===== src/rtl/cbc_pkg.sv =====
package cbc_pkg;
   localparam int ADDR_W = 16;
   localparam int DATA_W = 16;
   localparam int CNT_W = 3;
   localparam int LEN_W = 4;

   // Register offsets
   localparam logic [ADDR_W-1:0] REG_WTC_OFS = 16'hf900;
   localparam logic [ADDR_W-1:0] REG_IOZ_OFS = 16'hf902;
   localparam logic [ADDR_W-1:0] REG_SZ0_OFS = 16'hf904;
   localparam logic [ADDR_W-1:0] REG_SZ1_OFS = 16'hf906;

   // Reset values and writable-bit masks
   localparam logic [7:0] WTC_RST = 8'h07;
   localparam logic [7:0] WTC_MASK = 8'h07;
   localparam logic [DATA_W-1:0] IOZ_RST = 16'h069f;
   localparam logic [DATA_W-1:0] SZ_RST = 16'h069f;
   localparam logic [DATA_W-1:0] IOZ_MASK = 16'h029f;
   localparam logic [DATA_W-1:0] SZ_MASK = 16'h0e9f;

   // Field positions
   localparam int EWR_BIT = 0;
   localparam int WAIT_LSB = 0;
   localparam int HOLD_LSB = 3;
   localparam int BW_BIT = 7;
   localparam int POST_IDLE_SELECT_BIT = 9;
   localparam int FRE_BIT = 11;

   // Zone map of the core address space
   localparam logic [ADDR_W-1:0] ZONE_ISP_BASE = 16'hc000;
   localparam logic [ADDR_W-1:0] ZONE_IO_BASE = 16'hf000;

   // Basic cycle lengths
   localparam int FAST_READ_CYC = 1;
   localparam int NORMAL_READ_CYC = 2;
   localparam int LATE_WRITE_CYC = 2;
   localparam int EARLY_WRITE_CYC = 3;

   typedef enum logic [1:0] {ZN_FLASH, ZN_ISP, ZN_IO} cbc_zone_e;
   typedef enum logic [2:0] {ST_IDLE, ST_GAP, ST_ADDR, ST_WAIT, ST_DATA, ST_EXTRA, ST_HOLD} cbc_state_e;
endpackage : cbc_pkg


===== src/rtl/cbc_core_bus_interface.sv =====
`timescale 1ns/100ps
`default_nettype none
// Notes on behaviour
// - Four transfer kinds: normal read, fast read, early write, late write.
// - Kind follows direction, addressed zone and programmed access type.
// - Normal read takes two cycles; fast read takes one cycle.
// - After reset reads are normal reads, with seven wait and three hold cycles.
// - Late write takes two cycles; early write takes three cycles.
// - After reset writes are early writes.
// - Wait cycles come right after the address cycle.
// - Hold cycles come at the end, data kept driven.
// - Write-timing register: 8-bit, read/write, at f900, resets to 07.
// - Early-write select: 0 gives late writes, 1 gives early writes.
// - Accesses route by address to flash, programming memory or I/O zone, each with its own settings.
// - Three-bit wait field adds zero to seven wait cycles; fast reads take none.
// - Two-bit hold field adds zero to three hold cycles; fast reads take none.
// - Fast-read enable set gives one-cycle reads, clear gives normal reads.
// - Post-idle set and zone change: exactly one extra idle cycle between transfers.
module cbc_core_bus_interface (
   input wire logic ref_clk_i,
   input wire logic rst_n_i,
   input wire logic core_req_i,
   input wire logic core_we_i,
   input wire logic [cbc_pkg::ADDR_W-1:0] core_addr_i,
   input wire logic [cbc_pkg::DATA_W-1:0] core_wdata_i,
   output logic core_busy_o,
   output logic core_done_o,
   output logic [cbc_pkg::DATA_W-1:0] core_rdata_o,
   output logic [1:0] mem_zone_o,
   output logic [cbc_pkg::ADDR_W-1:0] mem_addr_o,
   output logic [cbc_pkg::DATA_W-1:0] mem_wdata_o,
   output logic mem_active_o,
   output logic mem_rd_o,
   output logic mem_wr_o,
   input wire logic [cbc_pkg::DATA_W-1:0] mem_rdata_i,
   input wire logic [cbc_pkg::ADDR_W-1:0] reg_addr_i,
   input wire logic [cbc_pkg::DATA_W-1:0] reg_wdata_i,
   input wire logic reg_wr_i,
   input wire logic reg_rd_i,
   output logic [cbc_pkg::DATA_W-1:0] reg_rdata_o
);
   import cbc_pkg::*;

   logic [7:0] write_timing_config_ff;
   logic [DATA_W-1:0] io_zone_config_ff;
   logic [DATA_W-1:0] static_zone_zero_config_ff;
   logic [DATA_W-1:0] static_zone_one_config_ff;
   logic [DATA_W-1:0] reg_rdata_ff;
   logic [DATA_W-1:0] nxt_reg_rdata;

   cbc_state_e state_ff;
   cbc_state_e nxt_state;
   logic [CNT_W-1:0] cnt_ff;
   logic [CNT_W-1:0] nxt_cnt;
   cbc_zone_e zone_ff;
   cbc_zone_e req_zone;
   logic we_ff;
   logic [ADDR_W-1:0] addr_ff;
   logic [DATA_W-1:0] wdata_ff;
   logic [DATA_W-1:0] rdata_ff;
   logic done_ff;
   logic finish;
   logic last_valid_ff;
   logic last_post_idle_select_ff;
   cbc_zone_e last_zone_ff;
   logic gap_need;

   logic [DATA_W-1:0] cfg;
   logic [2:0] cfg_wait;
   logic [1:0] cfg_hold;
   logic cfg_fast;
   logic early_wr;
   logic fast_rd;

   // Register port: reads answer one cycle later, unmapped reads give zero
   always_ff @(posedge ref_clk_i or negedge rst_n_i) begin
      if (!rst_n_i) begin
         write_timing_config_ff <= WTC_RST;
         io_zone_config_ff <= IOZ_RST;
         static_zone_zero_config_ff <= SZ_RST;
         static_zone_one_config_ff <= SZ_RST;
      end else if (reg_wr_i) begin
         case (reg_addr_i)
            REG_WTC_OFS: write_timing_config_ff <= reg_wdata_i[7:0] & WTC_MASK;
            REG_IOZ_OFS: io_zone_config_ff <= reg_wdata_i & IOZ_MASK;
            REG_SZ0_OFS: static_zone_zero_config_ff <= reg_wdata_i & SZ_MASK;
            REG_SZ1_OFS: static_zone_one_config_ff <= reg_wdata_i & SZ_MASK;
            default: ;
         endcase
      end
   end

   always_comb begin
      nxt_reg_rdata = '0;
      if (reg_rd_i) begin
         case (reg_addr_i)
            REG_WTC_OFS: nxt_reg_rdata = {8'h00, write_timing_config_ff};
            REG_IOZ_OFS: nxt_reg_rdata = io_zone_config_ff;
            REG_SZ0_OFS: nxt_reg_rdata = static_zone_zero_config_ff;
            REG_SZ1_OFS: nxt_reg_rdata = static_zone_one_config_ff;
            default: nxt_reg_rdata = '0;
         endcase
      end
   end

   always_ff @(posedge ref_clk_i or negedge rst_n_i) begin
      if (!rst_n_i) begin
         reg_rdata_ff <= '0;
      end else begin
         reg_rdata_ff <= nxt_reg_rdata;
      end
   end

   assign reg_rdata_o = reg_rdata_ff;

   // Zone decode of the core address
   always_comb begin
      if (core_addr_i >= ZONE_IO_BASE) begin
         req_zone = ZN_IO;
      end else if (core_addr_i >= ZONE_ISP_BASE) begin
         req_zone = ZN_ISP;
      end else begin
         req_zone = ZN_FLASH;
      end
   end

   // Settings of the zone being accessed
   always_comb begin
      case (zone_ff)
         ZN_IO: cfg = io_zone_config_ff;
         ZN_ISP: cfg = static_zone_one_config_ff;
         default: cfg = static_zone_zero_config_ff;
      endcase
   end

   assign cfg_wait = cfg[WAIT_LSB +: 3];
   assign cfg_hold = cfg[HOLD_LSB +: 2];
   // Fast read only where the zone has the enable
   assign cfg_fast = (zone_ff != ZN_IO) && cfg[FRE_BIT];
   // Kind chosen by direction, zone and programmed type
   assign fast_rd = !we_ff && cfg_fast;
   assign early_wr = write_timing_config_ff[EWR_BIT];

   // One idle cycle on zone change when the finished zone asks for it
   assign gap_need = last_valid_ff && last_post_idle_select_ff && (req_zone != last_zone_ff);

   always_comb begin
      nxt_state = state_ff;
      nxt_cnt = cnt_ff;
      finish = 1'b0;
      case (state_ff)
         ST_IDLE: begin
            if (core_req_i) begin
               nxt_state = gap_need ? ST_GAP : ST_ADDR;
            end
         end
         ST_GAP: begin
            nxt_state = ST_ADDR;
         end
         ST_ADDR: begin
            if (fast_rd) begin
               // Fast read ends in the address cycle
               finish = 1'b1;
               nxt_state = ST_IDLE;
            end else if (cfg_wait != 3'h0) begin
               nxt_state = ST_WAIT;
               nxt_cnt = cfg_wait - 3'h1;
            end else begin
               nxt_state = ST_DATA;
            end
         end
         ST_WAIT: begin
            if (cnt_ff == 3'h0) begin
               nxt_state = ST_DATA;
            end else begin
               nxt_cnt = cnt_ff - 3'h1;
            end
         end
         ST_DATA: begin
            if (we_ff && early_wr) begin
               // Early write takes one more cycle
               nxt_state = ST_EXTRA;
            end else if (cfg_hold != 2'h0) begin
               nxt_state = ST_HOLD;
               nxt_cnt = {1'b0, cfg_hold - 2'h1};
            end else begin
               finish = 1'b1;
               nxt_state = ST_IDLE;
            end
         end
         ST_EXTRA: begin
            if (cfg_hold != 2'h0) begin
               nxt_state = ST_HOLD;
               nxt_cnt = {1'b0, cfg_hold - 2'h1};
            end else begin
               finish = 1'b1;
               nxt_state = ST_IDLE;
            end
         end
         ST_HOLD: begin
            if (cnt_ff == 3'h0) begin
               finish = 1'b1;
               nxt_state = ST_IDLE;
            end else begin
               nxt_cnt = cnt_ff - 3'h1;
            end
         end
         default: begin
            nxt_state = ST_IDLE;
         end
      endcase
   end

   always_ff @(posedge ref_clk_i or negedge rst_n_i) begin
      if (!rst_n_i) begin
         state_ff <= ST_IDLE;
         cnt_ff <= '0;
      end else begin
         state_ff <= nxt_state;
         cnt_ff <= nxt_cnt;
      end
   end

   // Request capture; address and data stay driven for the whole transfer
   always_ff @(posedge ref_clk_i or negedge rst_n_i) begin
      if (!rst_n_i) begin
         zone_ff <= ZN_FLASH;
         we_ff <= 1'b0;
         addr_ff <= '0;
         wdata_ff <= '0;
      end else if (state_ff == ST_IDLE && core_req_i) begin
         zone_ff <= req_zone;
         we_ff <= core_we_i;
         addr_ff <= core_addr_i;
         wdata_ff <= core_wdata_i;
      end
   end

   // Read data taken in the data cycle, or the address cycle when fast
   always_ff @(posedge ref_clk_i or negedge rst_n_i) begin
      if (!rst_n_i) begin
         rdata_ff <= '0;
      end else if (!we_ff && ((state_ff == ST_ADDR && fast_rd) || state_ff == ST_DATA)) begin
         rdata_ff <= mem_rdata_i;
      end
   end

   always_ff @(posedge ref_clk_i or negedge rst_n_i) begin
      if (!rst_n_i) begin
         done_ff <= 1'b0;
      end else begin
         done_ff <= finish;
      end
   end

   // Zone and post-idle setting of the transfer just finished
   always_ff @(posedge ref_clk_i or negedge rst_n_i) begin
      if (!rst_n_i) begin
         last_valid_ff <= 1'b0;
         last_post_idle_select_ff <= 1'b0;
         last_zone_ff <= ZN_FLASH;
      end else if (finish) begin
         last_valid_ff <= 1'b1;
         last_post_idle_select_ff <= cfg[POST_IDLE_SELECT_BIT];
         last_zone_ff <= zone_ff;
      end
   end

   assign core_busy_o = (state_ff != ST_IDLE);
   assign core_done_o = done_ff;
   assign core_rdata_o = rdata_ff;
   assign mem_zone_o = zone_ff;
   assign mem_addr_o = addr_ff;
   assign mem_wdata_o = wdata_ff;
   assign mem_active_o = (state_ff != ST_IDLE) && (state_ff != ST_GAP);
   assign mem_rd_o = !we_ff && (state_ff == ST_ADDR || state_ff == ST_WAIT || state_ff == ST_DATA);
   assign mem_wr_o = we_ff && (state_ff == ST_DATA);

   // Checking helpers: expected and measured transfer length
   logic [LEN_W-1:0] exp_len_ff;
   logic [LEN_W-1:0] len_ff;
   logic [LEN_W-1:0] base_len;

   assign base_len = fast_rd ? LEN_W'(FAST_READ_CYC) : (!we_ff ? LEN_W'(NORMAL_READ_CYC) :
      (early_wr ? LEN_W'(EARLY_WRITE_CYC) : LEN_W'(LATE_WRITE_CYC)));

   always_ff @(posedge ref_clk_i or negedge rst_n_i) begin
      if (!rst_n_i) begin
         exp_len_ff <= '0;
         len_ff <= '0;
      end else if (state_ff == ST_ADDR) begin
         exp_len_ff <= fast_rd ? base_len : base_len + {1'b0, cfg_wait} + {2'b00, cfg_hold};
         len_ff <= LEN_W'(1);
      end else if (mem_active_o) begin
         len_ff <= len_ff + LEN_W'(1);
      end
   end
endmodule : cbc_core_bus_interface
`default_nettype wire


===== config.mk =====
export PLATFORM = sky130hd
export DESIGN_NAME = cbc_core_bus_interface
export DESIGN_NICKNAME = d
export VERILOG_FILES = /design/src/rtl/cbc_pkg.sv /design/src/rtl/cbc_core_bus_interface.sv
export SDC_FILE = /design/constraint.sdc
export NUM_CORES = 1
export LEC_CHECK = 0
export BUFFER_PORTS_ARGS = -buffer_cell sky130_fd_sc_hd__buf_2
export CORE_UTILIZATION = 50
export CTS_CLUSTER_DIAMETER = 100
export DETAILED_ROUTE_END_ITERATION = 8
export PLACE_DENSITY = 0.79
export SYNTH_ARGS = -nofsm -noshare
export SYNTH_HDL_FRONTEND = slang
export SYNTH_SLANG_ARGS = --single-unit

===== constraint.sdc =====
create_clock -name ref_clk_i -period 2.9 [get_ports ref_clk_i]
set_clock_uncertainty 0.05 [all_clocks]
set_input_delay 0.58 -clock ref_clk_i [delete_from_list [all_inputs] [get_ports ref_clk_i]]
set_output_delay 0.58 -clock ref_clk_i [all_outputs]
set_load 0.01 [all_outputs]

==> impl_metrics.tcl <==
set metrics [dict create \
    status "complete, but fails checks" \
    violations "DRC" \
    cts_sinks 100 \
    via_per_inst 5.21 \
    grt_pass1_wl_mm 16.9 \
    reg2reg_slack_ns 0.21 \
    yosysTopAreaCell "dfrtp_1" \
    syn_inst 423 \
    cp_slowest_cell "or2_1" \
    final_max_slew_viol_count 0 \
    max_freq_mhz 372 \
    worstSetupEndpoint "core_rdata_o[11]" \
    critPathLaunchType "register" \
    synth.avg_cell_area_um2 11.0 \
    clkLatencyLatePin_ns 0.37 \
    ctsHoldBuffers 0 \
    yosys_warnings 0 \
    reg2reg_from "mem_zone_o[0]" \
    antenna_cells 0 \
    postSynthRegisterBits 100 \
    cts_max_path_buffers 2 \
    cp_data_required_time_ns 3.11 \
    antenna_found_initial 0 \
    finalWirelength_mm 10.1 \
    synth_top_area_share 0.392 \
    core_area_um2 8850 \
    initial_utilization 0.526 \
    grt_max_degree 46 \
    grt_pass1_vias 3597 \
    async_reset_ff_frac 1.00 \
    crit_type "register to register" \
    p_leak_uw 0.00291 \
    critPathArrivalTime_ns 2.90 \
    globalRouteOverflowTotal 0 \
    min_period_ns 2.69 \
    hpwl_mm 7.61 \
    cts_buffers 9 \
    peakVddDrop_uv 555 \
    final_antenna_net_count 0 \
    dr.first_iter.drc_count 157 \
    port_buffers 142 \
    r2r_cells 8 \
    grt_setup_unrepaired "no" \
    ctsRootBufferMaster "clkbuf_8" \
    max_slew_margin 0.442 \
    seq_area_frac_synth 0.545 \
    synth_area_leaders "dfrtp_1 39%, dfstp_2 15%, nand2_1 9.8%" \
    hold_viol_final 0 \
    yosysMostFrequentCell "nand2_1" \
    powerDensity_nw_per_um2 894 \
    dpl-instance-area_um2 5450 \
    cts_tree "yes" \
    synth-edff-count 0 \
    drc 6 \
    synthFlopType "dfrtp_1" \
    dieArea_um2 9700 \
    clkTransAtPathRegs_ns 0.11 \
    critPathCaptureType "register" \
    num_rows 34 \
    place.gp.congestion 0.864 \
    synthToLayoutAreaGrowth_pct 21.6 \
    setup_viol 0 \
    whs_ns 0.134 \
    path_cells "inv_1 > ha_1 > buf_4 > nand3b_1 > a211oi_2 > a31oi_1 > or2_1 > mux2_4" \
    io_pins 157 \
    worst-slew-pin-transition_ns 0.836 \
    track_usage 0.218 \
    setup_tns_ns 0 \
    die_x_um 98.5 \
    drv_cap 0 \
    die_h_um 98.5 \
    min_period_over_period 0.928 \
    fin_area_um2 5660 \
    drive_gt1_frac 0.447 \
    min-delay-path-class "input pin to asynchronous set/reset pin" \
    yosys.cell_types.count 54 \
    cpPeakStageDelay_ns 0.54 \
    dr.pass1.iters 9 \
    ys_top_cells_by_count "122 x nand2_1, 73 x dfrtp_1, 40 x mux2_2" \
    h-tree-depth 3 \
    r2r_end "core_rdata_o[11]" \
    num_vias 3550 \
    crit_path_start "mem_zone_o[0]" \
    synth.cell_area_um2 4660 \
    routedWlPerCell_um 14.8 \
    worst-path-max-fanout 16 \
    nets 658 \
]
## cells by family after synthesis
kind of cell / share of synthesized area
other: 0.000805
muxes: 0.142
DFF: 0.545
adders and majority gates: 0.0107
AOI/OAI and AO/OA: 0.0752
and+or+nand+nor: 0.179
xor gates and xnor gates: 0.00564
buffers and inverters: 0.0411
## sequential cells by signal, summed over array words and instances (netlist names), 8 cells and up
register / flops
core_rdata_o: 16
mem_addr_o: 16
mem_wdata_o: 16
reg_rdata_o: 9
static_zone_one_config_ff: 9
static_zone_zero_config_ff: 9
io_zone_config_ff: 8
## worst max-delay path: cells and delay by family (launching register included)
kind	cells	cell delay (ns)
and+or+nand+nor	2	0.70
buffers and inverters	2	0.24
adders and majority gates	1	0.35
AOI/OAI and AO/OA	2	0.39
muxes	1	0.42
DFF	1	0.43
## report_power, final
part,switching (uW),internal (uW),total [uW]
sequential,278,1800,2070
clock,521,420,941
combinational,1090,957,2050
## timing repair
| action | 4_1_cts | 5_1_grt |
|---|---|---|
| endpoints found under the setup margin | 0 | 3 |
| endpoints found under the hold margin | 0 | 0 |
| resized for setup | 0 | 1 |
| setup buffers | 0 | 0 |
## how the worst min path moves through the flow
stage / from / end / slack (ns) / depth (start not counted)
6_report: rst_n_i / mem_addr_o[12] / 0.13 / 1
5_1_grt: rst_n_i / mem_addr_o[12] / 0.16 / 1
4_1_cts: rst_n_i / mem_addr_o[12] / 0.13 / 1
3_5_place_dp: mem_wdata_o[3] / mem_wdata_o[3] / 0.41 / 2
3_3_place_gp: mem_wdata_o[3] / mem_wdata_o[3] / 0.40 / 2
2_1_floorplan: rst_n_i / cnt_ff[0] / 0.23 / 0
## routing by layer
metal | up-vias | part of all wire | GRT usage
met5 | - | 0 | 0
met4 | 0 | 0.0093 | 0.0540
met3 | 8 | 0.050 | 0.0525
met2 | 102 | 0.52 | 0.379
met1 | 1706 | 0.42 | 0.274
li1 | 1734 | - | -
## cell usage in the layout, fill, tap and decap left out, drive strengths merged, types with 5 or more instances in the layout
master and count:
buf 153, conb 7, dfstp 27, and3 5, nand4 6, mux2 52, a21oi 12, dfrtp 73
nor3 9, o21ai 11, nand2 122, clkbuf 9, inv 11, nor2 9
## cell type report
type                    instances  area (um2)
fillers                       719        3180
multi-input cells             296        1950
clock buffers                   9         124
flip-flops and latches        100        2540
clock inverters                 7        91.3
inverters                       8        30.0
repair buffers                153         796
well taps                     108         135
## through the flow
step	std cells	total power [uW]	worst slack (ns)	util
2_1_floorplan	429	3440	0.309	-
3_3_place_gp	665	4070	0.243	0.616
3_5_place_dp	665	4150	0.196	0.616
4_1_cts	681	5100	0.173	0.640
5_1_grt	681	5410	0.0585	0.640
6_report	681	5060	0.209	0.640
Power figures use the tool's default switching activity.
